**src/rtl/smbus_cfg.svh**
```systemverilog
// Purpose: Shared offsets-free constants for the two-wire bus interface.
// Assumes: System clock of 100 MHz.
// Notes:   Timing counts are in system clocks or bus clock source ticks.
`ifndef SMBUS_CFG_SVH
`define SMBUS_CFG_SVH

// Least system clocks per SCL phase: two phases per bit give a bit rate of clk/20.
`define SMB_MIN_PHASE_CYC 8'd10
// Bus clock source overflows per SCL phase; the second one guarantees a whole period.
`define SMB_PHASE_TICKS   2'd2
// Overflow periods with both lines high before the bus counts as free.
`define SMB_FREE_TICKS    4'd10
// System clocks SDA is held after SCL is pulled low before it may change.
`define SMB_SDA_HOLD_CYC  8'd3

`endif

```
**src/rtl/smbus_pkg.sv**
```systemverilog
// Purpose: Types of the two-wire bus interface.
// Assumes: Constants come from smbus_cfg.svh.
// Notes:   The whole state of the block is one packed struct.
package smbus_pkg;

  typedef enum logic [2:0] {
    OP_START,
    OP_WRITE,
    OP_READ,
    OP_STOP,
    OP_SLV_DATA
  } cmd_op_t;

  typedef enum logic [3:0] {
    ST_IDLE,
    ST_WAIT_FREE,
    ST_M_START,
    ST_M_LOW,
    ST_M_HIGH,
    ST_M_HOLD,
    ST_M_STOP,
    ST_S_RX,
    ST_S_ACK,
    ST_S_ACKB,
    ST_S_TX,
    ST_S_TXW,
    ST_S_IGN
  } st_t;

  typedef struct packed {
    st_t        state;
    logic       scl_m;
    logic       scl_s;
    logic       scl_q;
    logic       sda_m;
    logic       sda_s;
    logic       sda_q;
    logic       busy;
    logic [3:0] free_cnt;
    logic [7:0] ph_cnt;
    logic [1:0] tick_cnt;
    logic       step;
    logic [3:0] bit_idx;
    logic [7:0] shift;
    logic       samp;
    logic       rw;
    logic       addr_ph;
    logic       inh;
    logic       ack;
    logic       mack;
    logic       is_read;
    logic       scl_drv;
    logic       sda_drv;
    logic       master;
    logic       cmd_ready;
    logic       ev_byte;
    logic       ev_arb;
    logic       ev_stop;
    logic       ev_addr;
    logic       hd_v;
    logic [7:0] hd_d;
    logic       tl_v;
    logic [7:0] tl_d;
  } state_t;

endpackage

```
**src/rtl/smbus_if_core.sv**
```systemverilog
// Purpose: Byte-wide master and slave engine for a shared open-drain two-wire bus.
// Assumes: bus_tick_i is a one-cycle pulse per overflow of the chosen timer.
// Notes:   SCL and SDA are sampled by two flip-flops before any logic looks at them.
`timescale 1ns/1ns
`include "smbus_cfg.svh"

module smbus_if_core #(
  parameter logic [7:0] MIN_PHASE_CYC = `SMB_MIN_PHASE_CYC
) (
  input  logic                 clk_i,
  input  logic                 arst_n_i,
  input  logic                 scl_i,
  input  logic                 sda_i,
  output logic                 scl_o,
  output logic                 scl_oe_o,
  output logic                 sda_o,
  output logic                 sda_oe_o,
  input  logic                 bus_tick_i,
  input  logic                 enable_i,
  input  logic                 slave_inhibit_i,
  input  logic                 hw_ack_en_i,
  input  logic                 free_to_en_i,
  input  logic                 slave_ack_i,
  input  logic [6:0]           own_addr_i,
  input  logic                 cmd_valid_i,
  input  smbus_pkg::cmd_op_t   cmd_op_i,
  input  logic [7:0]           cmd_data_i,
  input  logic                 cmd_ack_i,
  output logic                 cmd_ready_o,
  output logic                 rx_valid_o,
  output logic [7:0]           rx_data_o,
  input  logic                 rx_ready_i,
  output logic                 byte_done_o,
  output logic                 ack_o,
  output logic                 arb_lost_o,
  output logic                 stop_seen_o,
  output logic                 addressed_o,
  output logic                 master_o,
  output logic                 busy_o,
  output logic                 read_dir_o
);

  if (MIN_PHASE_CYC < `SMB_MIN_PHASE_CYC || MIN_PHASE_CYC <= `SMB_SDA_HOLD_CYC)
  begin : g_bad_phase
    $error("MIN_PHASE_CYC too small for the bit rate or the SDA hold time.");
  end

  smbus_pkg::state_t s;
  smbus_pkg::state_t next_s;

  ////////////////////////////////////////////////////////////////////////////////
  // Next state.
  ////////////////////////////////////////////////////////////////////////////////

  always_comb
  begin
    logic       start_det;
    logic       stop_det;
    logic       rise;
    logic       fall;
    logic       ph_done;
    logic       accept;
    logic       ackv;
    logic       push_v;
    logic [7:0] push_d;
    logic       restart;
    next_s    = s;
    push_v    = 1'b0;
    push_d    = s.shift;
    restart   = 1'b0;
    ackv      = 1'b0;
    next_s.ev_byte = 1'b0;
    next_s.ev_arb  = 1'b0;
    next_s.ev_stop = 1'b0;
    next_s.ev_addr = 1'b0;

    next_s.scl_m = scl_i;
    next_s.scl_s = s.scl_m;
    next_s.scl_q = s.scl_s;
    next_s.sda_m = sda_i;
    next_s.sda_s = s.sda_m;
    next_s.sda_q = s.sda_s;
    start_det = s.scl_s && s.scl_q && s.sda_q && !s.sda_s;
    stop_det  = s.scl_s && s.scl_q && !s.sda_q && s.sda_s;
    rise      = s.scl_s && !s.scl_q;
    fall      = !s.scl_s && s.scl_q;
    accept    = cmd_valid_i && s.cmd_ready;

    // Phase timer: system clocks and clock source overflows since phase entry.
    if (s.ph_cnt != 8'hff)
    begin
      next_s.ph_cnt = s.ph_cnt + 8'h01;
    end
    if (bus_tick_i && s.tick_cnt != `SMB_PHASE_TICKS)
    begin
      next_s.tick_cnt = s.tick_cnt + 2'h1;
    end
    ph_done = s.ph_cnt >= MIN_PHASE_CYC && s.tick_cnt == `SMB_PHASE_TICKS;

    // Bus busy tracking and free timeout.
    if (s.scl_s && s.sda_s)
    begin
      if (bus_tick_i && s.free_cnt <= `SMB_FREE_TICKS)
      begin
        next_s.free_cnt = s.free_cnt + 4'h1;
      end
    end
    else
    begin
      next_s.free_cnt = 4'h0;
    end
    if (start_det)
    begin
      next_s.busy = 1'b1;
    end
    else if (stop_det || (free_to_en_i && s.free_cnt > `SMB_FREE_TICKS))
    begin
      next_s.busy = 1'b0;
    end

    // Receive buffer drain.
    if (s.hd_v && rx_ready_i)
    begin
      next_s.hd_v = s.tl_v;
      next_s.hd_d = s.tl_d;
      next_s.tl_v = 1'b0;
    end

    unique case (s.state)
      smbus_pkg::ST_IDLE:
      begin
        next_s.scl_drv = 1'b0;
        next_s.sda_drv = 1'b0;
        if (accept && cmd_op_i == smbus_pkg::OP_START)
        begin
          next_s.shift   = cmd_data_i;
          next_s.addr_ph = 1'b1;
          next_s.is_read = 1'b0;
          next_s.state   = smbus_pkg::ST_WAIT_FREE;
        end
      end
      smbus_pkg::ST_WAIT_FREE:
      begin
        if (!s.busy)
        begin
          next_s.master = 1'b1;
          next_s.step   = 1'b0;
          next_s.state  = smbus_pkg::ST_M_START;
          restart       = 1'b1;
        end
      end
      smbus_pkg::ST_M_START:
      begin
        next_s.scl_drv = 1'b0;
        if (!s.step)
        begin
          next_s.sda_drv = 1'b0;
          if (!s.scl_s)
          begin
            restart = 1'b1;
          end
          else if (ph_done)
          begin
            next_s.sda_drv = 1'b1;
            next_s.step    = 1'b1;
            restart        = 1'b1;
          end
        end
        else if (ph_done)
        begin
          next_s.bit_idx = 4'h0;
          next_s.step    = 1'b0;
          next_s.state   = smbus_pkg::ST_M_LOW;
          next_s.scl_drv = 1'b1;
          restart        = 1'b1;
        end
      end
      smbus_pkg::ST_M_LOW:
      begin
        next_s.scl_drv = 1'b1;
        if (s.ph_cnt == `SMB_SDA_HOLD_CYC)
        begin
          if (s.bit_idx[3])
          begin
            next_s.sda_drv = s.is_read && s.mack;
          end
          else
          begin
            next_s.sda_drv = !s.is_read && !s.shift[7];
          end
        end
        if (ph_done)
        begin
          next_s.scl_drv = 1'b0;
          next_s.step    = 1'b0;
          next_s.state   = smbus_pkg::ST_M_HIGH;
          restart        = 1'b1;
        end
      end
      smbus_pkg::ST_M_HIGH:
      begin
        if (!s.step)
        begin
          restart = 1'b1;
          if (s.scl_s)
          begin
            next_s.step = 1'b1;
            next_s.samp = s.sda_s;
          end
        end
        else if (s.scl_s && !s.sda_s && !s.sda_drv && !s.bit_idx[3] && !s.is_read)
        begin
          next_s.master  = 1'b0;
          next_s.ev_arb  = 1'b1;
          next_s.scl_drv = 1'b0;
          next_s.shift   = {s.shift[6:0], 1'b0};
          next_s.state   = smbus_pkg::ST_S_RX;
          next_s.inh     = slave_inhibit_i;
        end
        else if (!s.scl_s || ph_done)
        begin
          next_s.scl_drv = 1'b1;
          next_s.step    = 1'b0;
          restart        = 1'b1;
          next_s.bit_idx = s.bit_idx + 4'h1;
          if (!s.bit_idx[3])
          begin
            next_s.shift = {s.shift[6:0], s.samp};
            next_s.state = smbus_pkg::ST_M_LOW;
          end
          else
          begin
            next_s.ack     = s.is_read ? s.mack : !s.samp;
            next_s.ev_byte = 1'b1;
            push_v         = s.is_read;
            next_s.addr_ph = 1'b0;
            next_s.state   = smbus_pkg::ST_M_HOLD;
          end
        end
        else
        begin
          next_s.samp = s.sda_s;
        end
      end
      smbus_pkg::ST_M_HOLD:
      begin
        next_s.scl_drv = 1'b1;
        if (s.ph_cnt == `SMB_SDA_HOLD_CYC)
        begin
          next_s.sda_drv = 1'b0;
        end
        if (!s.step && ph_done)
        begin
          next_s.step = 1'b1;
        end
        if (accept)
        begin
          next_s.step    = 1'b0;
          next_s.shift   = cmd_data_i;
          next_s.bit_idx = 4'h0;
          next_s.is_read = cmd_op_i == smbus_pkg::OP_READ;
          next_s.mack    = cmd_ack_i;
          restart        = 1'b1;
          if (cmd_op_i == smbus_pkg::OP_START)
          begin
            next_s.addr_ph = 1'b1;
            next_s.state   = smbus_pkg::ST_M_START;
          end
          else if (cmd_op_i == smbus_pkg::OP_STOP)
          begin
            next_s.state = smbus_pkg::ST_M_STOP;
          end
          else if (cmd_op_i != smbus_pkg::OP_SLV_DATA)
          begin
            next_s.state = smbus_pkg::ST_M_LOW;
          end
        end
      end
      smbus_pkg::ST_M_STOP:
      begin
        next_s.sda_drv = 1'b1;
        if (!s.step)
        begin
          next_s.scl_drv = 1'b1;
          if (ph_done)
          begin
            next_s.scl_drv = 1'b0;
            next_s.step    = 1'b1;
            restart        = 1'b1;
          end
        end
        else if (!s.scl_s)
        begin
          restart = 1'b1;
        end
        else if (ph_done)
        begin
          next_s.sda_drv = 1'b0;
          next_s.master  = 1'b0;
          next_s.step    = 1'b0;
          next_s.state   = smbus_pkg::ST_IDLE;
        end
      end
      smbus_pkg::ST_S_RX:
      begin
        if (rise && !s.bit_idx[3])
        begin
          next_s.shift = {s.shift[6:0], s.sda_s};
        end
        if (fall)
        begin
          if (s.bit_idx == 4'h7)
          begin
            next_s.scl_drv = 1'b1;
            next_s.state   = smbus_pkg::ST_S_ACK;
          end
          else
          begin
            next_s.bit_idx = s.bit_idx + 4'h1;
          end
        end
      end
      smbus_pkg::ST_S_ACK:
      begin
        if (s.addr_ph)
        begin
          ackv = !s.inh && (hw_ack_en_i ? s.shift[7:1] == own_addr_i : slave_ack_i);
        end
        else
        begin
          ackv = hw_ack_en_i || slave_ack_i;
        end
        if (s.addr_ph || !s.tl_v)
        begin
          next_s.sda_drv = ackv;
          next_s.scl_drv = 1'b0;
          next_s.ack     = ackv;
          next_s.bit_idx = 4'h8;
          next_s.ev_byte = !s.addr_ph;
          next_s.ev_addr = s.addr_ph && ackv;
          push_v         = !s.addr_ph && ackv;
          if (s.addr_ph)
          begin
            next_s.rw = s.shift[0];
          end
          next_s.state = smbus_pkg::ST_S_ACKB;
        end
      end
      smbus_pkg::ST_S_ACKB:
      begin
        if (fall)
        begin
          next_s.sda_drv = 1'b0;
          next_s.bit_idx = 4'h0;
          next_s.addr_ph = 1'b0;
          if (!s.ack)
          begin
            next_s.state = smbus_pkg::ST_S_IGN;
          end
          else if (s.rw)
          begin
            next_s.scl_drv = 1'b1;
            next_s.state   = smbus_pkg::ST_S_TXW;
          end
          else
          begin
            next_s.state = smbus_pkg::ST_S_RX;
          end
        end
      end
      smbus_pkg::ST_S_TX:
      begin
        if (rise && s.bit_idx[3])
        begin
          next_s.ack     = !s.sda_s;
          next_s.ev_byte = 1'b1;
        end
        if (fall)
        begin
          if (s.bit_idx[3])
          begin
            next_s.scl_drv = s.ack;
            next_s.state   = s.ack ? smbus_pkg::ST_S_TXW : smbus_pkg::ST_S_IGN;
          end
          else if (s.bit_idx == 4'h7)
          begin
            next_s.sda_drv = 1'b0;
            next_s.bit_idx = 4'h8;
          end
          else
          begin
            next_s.shift   = {s.shift[6:0], 1'b0};
            next_s.sda_drv = !s.shift[6];
            next_s.bit_idx = s.bit_idx + 4'h1;
          end
        end
      end
      smbus_pkg::ST_S_TXW:
      begin
        next_s.scl_drv = 1'b1;
        if (accept && cmd_op_i == smbus_pkg::OP_SLV_DATA)
        begin
          next_s.shift   = cmd_data_i;
          next_s.sda_drv = !cmd_data_i[7];
          next_s.bit_idx = 4'h0;
          next_s.scl_drv = 1'b0;
          next_s.state   = smbus_pkg::ST_S_TX;
        end
      end
      smbus_pkg::ST_S_IGN:
      begin
        next_s.scl_drv = 1'b0;
        next_s.sda_drv = 1'b0;
      end
    endcase

    // Another master's START or STOP steers the slave side.
    // The SCL fall that closes the START wraps the bit index to zero before the first bit.
    if (!s.master && start_det)
    begin
      next_s.ev_arb  = s.state == smbus_pkg::ST_WAIT_FREE;
      next_s.state   = smbus_pkg::ST_S_RX;
      next_s.bit_idx = 4'hf;
      next_s.addr_ph = 1'b1;
      next_s.inh     = slave_inhibit_i;
      next_s.scl_drv = 1'b0;
      next_s.sda_drv = 1'b0;
    end
    else if (!s.master && stop_det && s.state >= smbus_pkg::ST_S_RX)
    begin
      next_s.ev_stop = s.state != smbus_pkg::ST_S_IGN && !s.addr_ph;
      next_s.state   = smbus_pkg::ST_IDLE;
      next_s.scl_drv = 1'b0;
      next_s.sda_drv = 1'b0;
    end

    if (restart)
    begin
      next_s.ph_cnt   = 8'h00;
      next_s.tick_cnt = 2'h0;
    end

    // Two-entry receive buffer fill.
    if (push_v)
    begin
      if (!next_s.hd_v)
      begin
        next_s.hd_v = 1'b1;
        next_s.hd_d = push_d;
      end
      else
      begin
        next_s.tl_v = 1'b1;
        next_s.tl_d = push_d;
      end
    end

    if (!enable_i)
    begin
      next_s.state   = smbus_pkg::ST_IDLE;
      next_s.scl_drv = 1'b0;
      next_s.sda_drv = 1'b0;
      next_s.master  = 1'b0;
      next_s.step    = 1'b0;
    end

    // Every command waits for room in the buffer, so a full buffer stalls the command source.
    next_s.cmd_ready = enable_i && !next_s.tl_v &&
                       (next_s.state == smbus_pkg::ST_IDLE ||
                        next_s.state == smbus_pkg::ST_S_TXW ||
                        (next_s.state == smbus_pkg::ST_M_HOLD && next_s.step));
  end

  ////////////////////////////////////////////////////////////////////////////////
  // State register.
  ////////////////////////////////////////////////////////////////////////////////

  always_ff @(posedge clk_i or negedge arst_n_i)
  begin
    if (!arst_n_i)
    begin
      s <= '0;
      // Synchronisers wake at the idle level of the lines, so no false edge follows reset.
      s.scl_m <= 1'b1;
      s.scl_s <= 1'b1;
      s.scl_q <= 1'b1;
      s.sda_m <= 1'b1;
      s.sda_s <= 1'b1;
      s.sda_q <= 1'b1;
    end
    else
    begin
      s <= next_s;
    end
  end

  ////////////////////////////////////////////////////////////////////////////////
  // Outputs.
  ////////////////////////////////////////////////////////////////////////////////

  assign scl_o       = 1'b0;
  assign sda_o       = 1'b0;
  assign scl_oe_o    = s.scl_drv;
  assign sda_oe_o    = s.sda_drv;
  assign cmd_ready_o = s.cmd_ready;
  assign rx_valid_o  = s.hd_v;
  assign rx_data_o   = s.hd_d;
  assign byte_done_o = s.ev_byte;
  assign ack_o       = s.ack;
  assign arb_lost_o  = s.ev_arb;
  assign stop_seen_o = s.ev_stop;
  assign addressed_o = s.ev_addr;
  assign master_o    = s.master;
  assign busy_o      = s.busy;
  assign read_dir_o  = s.rw;

endmodule // smbus_if_core

```
**config.mk**
```make
export PLATFORM = sky130hd
export DESIGN_NAME = smbus_if_core
export DESIGN_NICKNAME = d
export VERILOG_FILES = /design/src/rtl/smbus_pkg.sv /design/src/rtl/smbus_if_core.sv
export VERILOG_INCLUDE_DIRS = /design/src /design/src/rtl
export SDC_FILE = /design/constraint.sdc
export NUM_CORES = 1
export LEC_CHECK = 0
export BUFFER_PORTS_ARGS = -buffer_cell sky130_fd_sc_hd__buf_4
export CAP_MARGIN = 25
export CELL_PAD_IN_SITES_DETAIL_PLACEMENT = 2
export CELL_PAD_IN_SITES_GLOBAL_PLACEMENT = 2
export CORE_MARGIN = 2
export CORE_UTILIZATION = 36
export CTS_CLUSTER_SIZE = 40
export DETAILED_ROUTE_END_ITERATION = 8
export GPL_ROUTABILITY_DRIVEN = 0
export GPL_TIMING_DRIVEN = 1
export HOLD_SLACK_MARGIN = 0.15
export PLACE_DENSITY_LB_ADDON = 0.1
export SYNTH_ARGS = -nofsm -noshare
export SYNTH_HDL_FRONTEND = slang
export SYNTH_SLANG_ARGS = --single-unit
```
**constraint.sdc**
```tcl
create_clock -name clk_i -period 2.65 [get_ports clk_i]
set_clock_uncertainty 0.05 [all_clocks]
set_input_delay 0.53 -clock clk_i [delete_from_list [all_inputs] [get_ports clk_i]]
set_output_delay 0.53 -clock clk_i [all_outputs]
set_load 0.02 [all_outputs]
```
### After elaboration in Yosys (flattened, before gate mapping)

Index checks and enable logic that the tools add are counted.

* bits of input ports: 31
* word-level logic and storage cells: 381
* output and inout port bits: 22
* register bits after elaboration: 71

* $lt $le $gt $ge: 4
* muxes and demuxes: 167
* add/sub/neg operators: 4
* equal/unequal tests: 84
* reduce and logical (&&, ||, !) cells: 88

Operators by type and width (number)
* 4-bit two-way mux: 36
* 1-bit two-way mux: 83
* 3-bit inequality test (second input constant): 25
* 5-bit inequality test (second input constant): 15
* 8-bit two-way mux: 7
* 12-bit two-way mux: 4
* 4-bit case mux with 12 select lines: 1
* 8-bit case mux with 6 select lines: 1
* 1-bit logical AND: 35
* 2-bit inequality test (second input constant): 16
* 4-bit case mux with 8 select lines: 1
* 13-bit two-way mux: 2
* 4-bit by 3-bit equality test with 1-bit output (second input constant): 6
* 4-bit equality test (second input constant): 6
* 2-bit two-way mux: 12
* 10-bit two-way mux: 2
* 18-bit two-way mux: 1
* 9-bit AND reduction: 2
* 1-bit zero test: 17
* 2-bit nonzero test: 8
* 14-bit by 2-bit inequality test with 1-bit output (second input constant): 1
* 14-bit AND reduction: 1
* 7-bit AND reduction: 2
* 13-bit AND reduction: 1
* 42 further kinds: 62

### Longest topological paths before layout

* depth in word-level cells: 15
* mapped depth: 10
* depth with buffers taken out: 9

### Worst setup path before layout

Ideal clock, no wire load.

* path kind: register to register
* start: register s[46] (netlist name)
* end: register s[43] (netlist name)
* setup time: 124 ps
* data required time: 2476 ps
* data arrival time: 2217 ps
* setup slack: 259 ps
* period minus slack after synthesis: 2391 ps
* cell stages (with the launch flop): 10
* buffers on the path: 0
* cells stage by stage: dfrtp_1 -> inv_1 -> ha_1 -> o311a_1 -> nor2_2 -> o21ai_0 -> o22ai_1 -> a2111oi_4 -> o21ai_0 -> a211o_1

* cells in the longest elaborated chain, start to end: 5
* elaborated cells on any way between the ends: 6
* classes of those cells: 3 x eq/ne; 3 x reduce/logical

Ends and longest elaborated chain
* from (decl): line smbus_if_core.sv:48 `smbus_pkg::state_t s;`
* from (signal assigned): line smbus_if_core.sv:493 `s <= next_s;`
* 2-bit equality test (no line) *
* 1-bit logical AND (no line) *
* 1-bit logical OR: line smbus_if_core.sv:220 `else if (!s.scl_s || ph_done)`
* 3-bit inequality test (no line)
* 14-bit AND reduction (no line) *

Mark *: on every way between the ends. The rest lies on a longest branch, timed or not.
A chain may end at the register's enable or synchronous reset.

==> summary.md <==
| Metric | Value |
|---|---|
| Slew HR | 0.598 |
| Drt first pass iters | 5 |
| CP Launch Point | s[53] |
| Tcrit/Tclk final | 1.01 |
| Adder-cell share of the synthesized area | 0.0156 |
| Top cell type's share of synthesized area | 0.337 |
| Hold_ws | 0.238 ns |
| Layout cell share with drive strength beyond 1 | 0.301 |
| Max Cap Viol | 0 |
| Pwr per Cell Area | 666 nW/um2 |
| Total congestion overflow | 0 |
| Top_reg_cell synth | dfrtp_1 |
| CP Cell Sequence | o41a_1, buf_4, o31ai_1, a31oi_1, nor4_2, or3_1, a211o_1, a211oi_2 |
| Yosys warns | 0 |
| First-pass GRT wire length | 31600 um |
| Largest area contributor in the netlist | dfrtp_1 |
| Vias per cell | 6.01 |
| Core Box Area | 13100 um2 |
| Startpoint Class | flop |
| Final ANT Viol Nets | 0 |
| Area Growth Syn to Fin | 28.6% |
| Num rows | 42 |
| Mapped Area | 4820 um2 |
| Non-Filler Instances | 837 |
| Largest net degree at the start of global routing | 42 |
| Min Tclk post-route | 2.68 ns |
| M1 WL | 8690 um |
| Run status | finished, violations left |
| HP Class | primary input to flop |
| Setup Crit Path Kind | flop to flop |
| Violated checks | setup timing |
| Critical path's top delay family | compound AO/OA/AOI/OAI gates |
| Post-synthesis mux area share | 0.0529 |
| Fill cells | 1446 |
| Highest metal used | met4 |
| Count leader, synth | nand2_1 |
| Critical path capture point type | flop |
| Sum Neg Setup Slack | -0.0255 ns |
| Post-Synth XOR/XNOR Area | 0.0254 |
| Final setup fails | 1 |
| Vias in the first global route | 5406 |
| Ys async rst share | 1.00 |
| Met3 wire len | 1040 um |
| Register Area | 1790 um2 |
| Fin nets | 693 |
| Clk sinks | 71 |
| Max clock buf depth | 2 |
| Reg clk slew, reported paths | 0.06 ns |
| Post-synth EDFFs | 0 |
| Remaining DRCs | 0 |
| Critical-path maximum fanout | 7 |
| CP peak stage delay | 0.50 ns |
| Routed length on met2 | 10100 um |
| Die W | 120 um |
| R2R Path End | cmd_ready_o |
| Avg Inst Size Synth | 8.66 um2 |
| Leak Pwr | 2.82 nW |
| Largest family of logic cells by synthesized area | simple AND/OR/NAND/NOR gates |
| CTS H-tree depth | 3 |
| Post-synth top cells | nand2_1 (66), dfrtp_1 (65), nor2_1 (51) |
| Port Buf Inserts | 50 |
| Req. time, crit path | 2.82 ns |
| Dpl cells | 811 |
| Critical Path Sink | cmd_ready_o |
| CP bufs+invs | 1 |
| Routed WL per cell | 24.7 um |
| Initial antenna violation count | 0 |
| R2R cell count | 8 |
| Synth Register Bits | 71 |
| Critical path depth | 8 |
| Reg-to-reg setup timing slack | -0.03 ns |
| N_diodes | 0 |
| Slowest CP cell | o41a_1 |
| Final Max Tran Viols | 0 |
| Skew-Pair Late Insertion Delay | 0.35 ns |
| Multi-input gate area | 2830 um2 |
| Die height | 120 um |
| Slew @ Worst Pin | 0.594 ns |
| CTS tree | yes |
| RSZ-0062 raised after global routing | true |
| Worst EP arrival | 2.85 ns |
| Synth Area in Simple Gates | 0.241 |
| Vias post-DR | 5027 |
| Worst VDD drop | 0.000345 V |
| Starting Density | 0.367 |
| PnR worst setup slack | -0.0255 ns |
| Seq/Total Area, Yosys | 0.370 |
| Iter 0 DRT Violations | 336 |
| CTS Buf Count | 9 |
| Synth Area in Compound Gates | 0.232 |
| Ports | 53 |
| Yosys cell types | 82 |
| Main area contributors after synthesis | dfrtp_1 (34%), nand2_1 (5.1%), a21oi_1 (4.2%) |
| Die ar. | 14300 um2 |
| DP Wirelength | 15500 um |
| Drt total wl | 20700 um |
| Final Hold Fails | 0 |
| Cells after synthesis | 557 |
| Total track usage | 0.291 |
| RR Startpoint | s[53] |
| Root Buffer | clkbuf_16 |
| Max Freq | 374 MHz |
-- through the flow --
| step | setup slack (ns) | power, mW | area (um2) | utilization |
|---|---|---|---|---|
| after global routing | -0.0911 | 4.36 | 6200 | 0.472 |
| after floorplan | 0.259 | 2.23 | 4820 | - |
| after global placement | 0.0145 | 2.78 | 5750 | 0.438 |
| after detailed placement | -0.0869 | 2.89 | 5750 | 0.438 |
| after CTS | 0.00117 | 4.10 | 6060 | 0.461 |
| final | -0.0255 | 4.13 | 6200 | 0.472 |
-- routing by layer --
layer / GRT usage / up-vias
li1: - / 2241
met1: 0.369 / 2570
met2: 0.479 / 164
met3: 0.0485 / 52
met4: 0.143 / 0
met5: 0 / -
-- what timing repair did --
item / 4_1_cts / 5_1_grt
setup buffers: 0 / 9
pin swaps: 0 / 3
endpoints found under the hold margin: 24 / 0
setup endpoints to repair: 1 / 7
resized for setup: 6 / 18
hold buffers: 1 / 0
-- cells by family (layout without fill, tap and decap cells) --
group / Yosys count / after routing
muxes: 24 / 24
other: 1 / 2
adders and majority gates: 6 / 6
and+or+nand+nor: 222 / 222
buffers and inverters: 57 / 160
xor gates and xnor gates: 14 / 14
DFF: 71 / 71
AOI/OAI and AO/OA: 162 / 162
-- registers in the layout, indices dropped and copies added, names as in the netlist --
| signal | cells |
|---|---|
| cmd_ready_o | 1 |
| busy_o | 1 |
| ack_o | 1 |
| read_dir_o | 1 |
| s | 47 |
| arb_lost_o | 1 |
| addressed_o | 1 |
| next_s | 4 |
| stop_seen_o | 1 |
| sda_oe_o | 1 |
| rx_valid_o | 1 |
| rx_data_o | 8 |
| master_o | 1 |
| scl_oe_o | 1 |
| byte_done_o | 1 |
-- how the worst min path moves through the flow --
stage / slack (ns) / endpoint / from / cells after the start
2_1_floorplan: 0.18 / ack_o / arst_n_i / 0
3_3_place_gp: 0.30 / next_s[64] / next_s[65] / 0
3_5_place_dp: 0.30 / next_s[64] / next_s[65] / 0
4_1_cts: 0.23 / next_s[62] / sda_i / 1
5_1_grt: 0.23 / next_s[65] / scl_i / 1
6_report: 0.24 / next_s[65] / scl_i / 1
-- layout make-up --
type	count	area share
multi-input cells	430	0.456
clock buffers	11	0.0391
clock inverters	5	0.00545
inverters	14	0.00847
repair buffers	130	0.166
flip-flops and latches	71	0.289
well taps	176	0.0355
-- where the power goes --
group          internal, mW  leakage (nW)  switching (mW)
combinational         0.624          1.77           0.808
clock                 0.658         0.132           0.510
sequential             1.26         0.923           0.269
total                  2.55          2.82            1.59
-- cell usage in the layout (no fill, tap or decap), types with 4 or more instances in the layout --
master     synthesis  routed
ha_1               6       4
xor2_1             6       6
a31oi_1            9       9
a32oi_1            5       5
nand2b_1           6       6
dfrtp_1           65      61
dfstp_2            6       6
xnor2_1            8       8
o21ai_0           39      39
dfrtp_2            0       4
inv_1             13      13
a21oi_1           40      38
nand3_1           20      20
mux2_2            12      12
nand2_1           66      66
o22ai_1            5       5
nor2b_1            5       5
buf_12             0       4
or3_1              7       6
nor3_1            13      13
clkbuf_16          0       9
nor2_1            51      50
nor3b_1            7       7
a211oi_1           7       6
a22oi_1            8       8
buf_4             17     124
nand4_1            8       8
o21ai_1            4       4
a211o_1            5       5
mux2i_1           12      12
-- worst reg2reg max path, stage by stage, from the launching register on --
cell,delay [ns]
dfrtp_1,0.48
o41a_1,0.50
buf_4,0.17
o31ai_1,0.34
a31oi_1,0.20
nor4_2,0.44
or3_1,0.19
a211o_1,0.14
a211oi_2,0.06
Note: power is estimated with default switching activity, not from simulation.
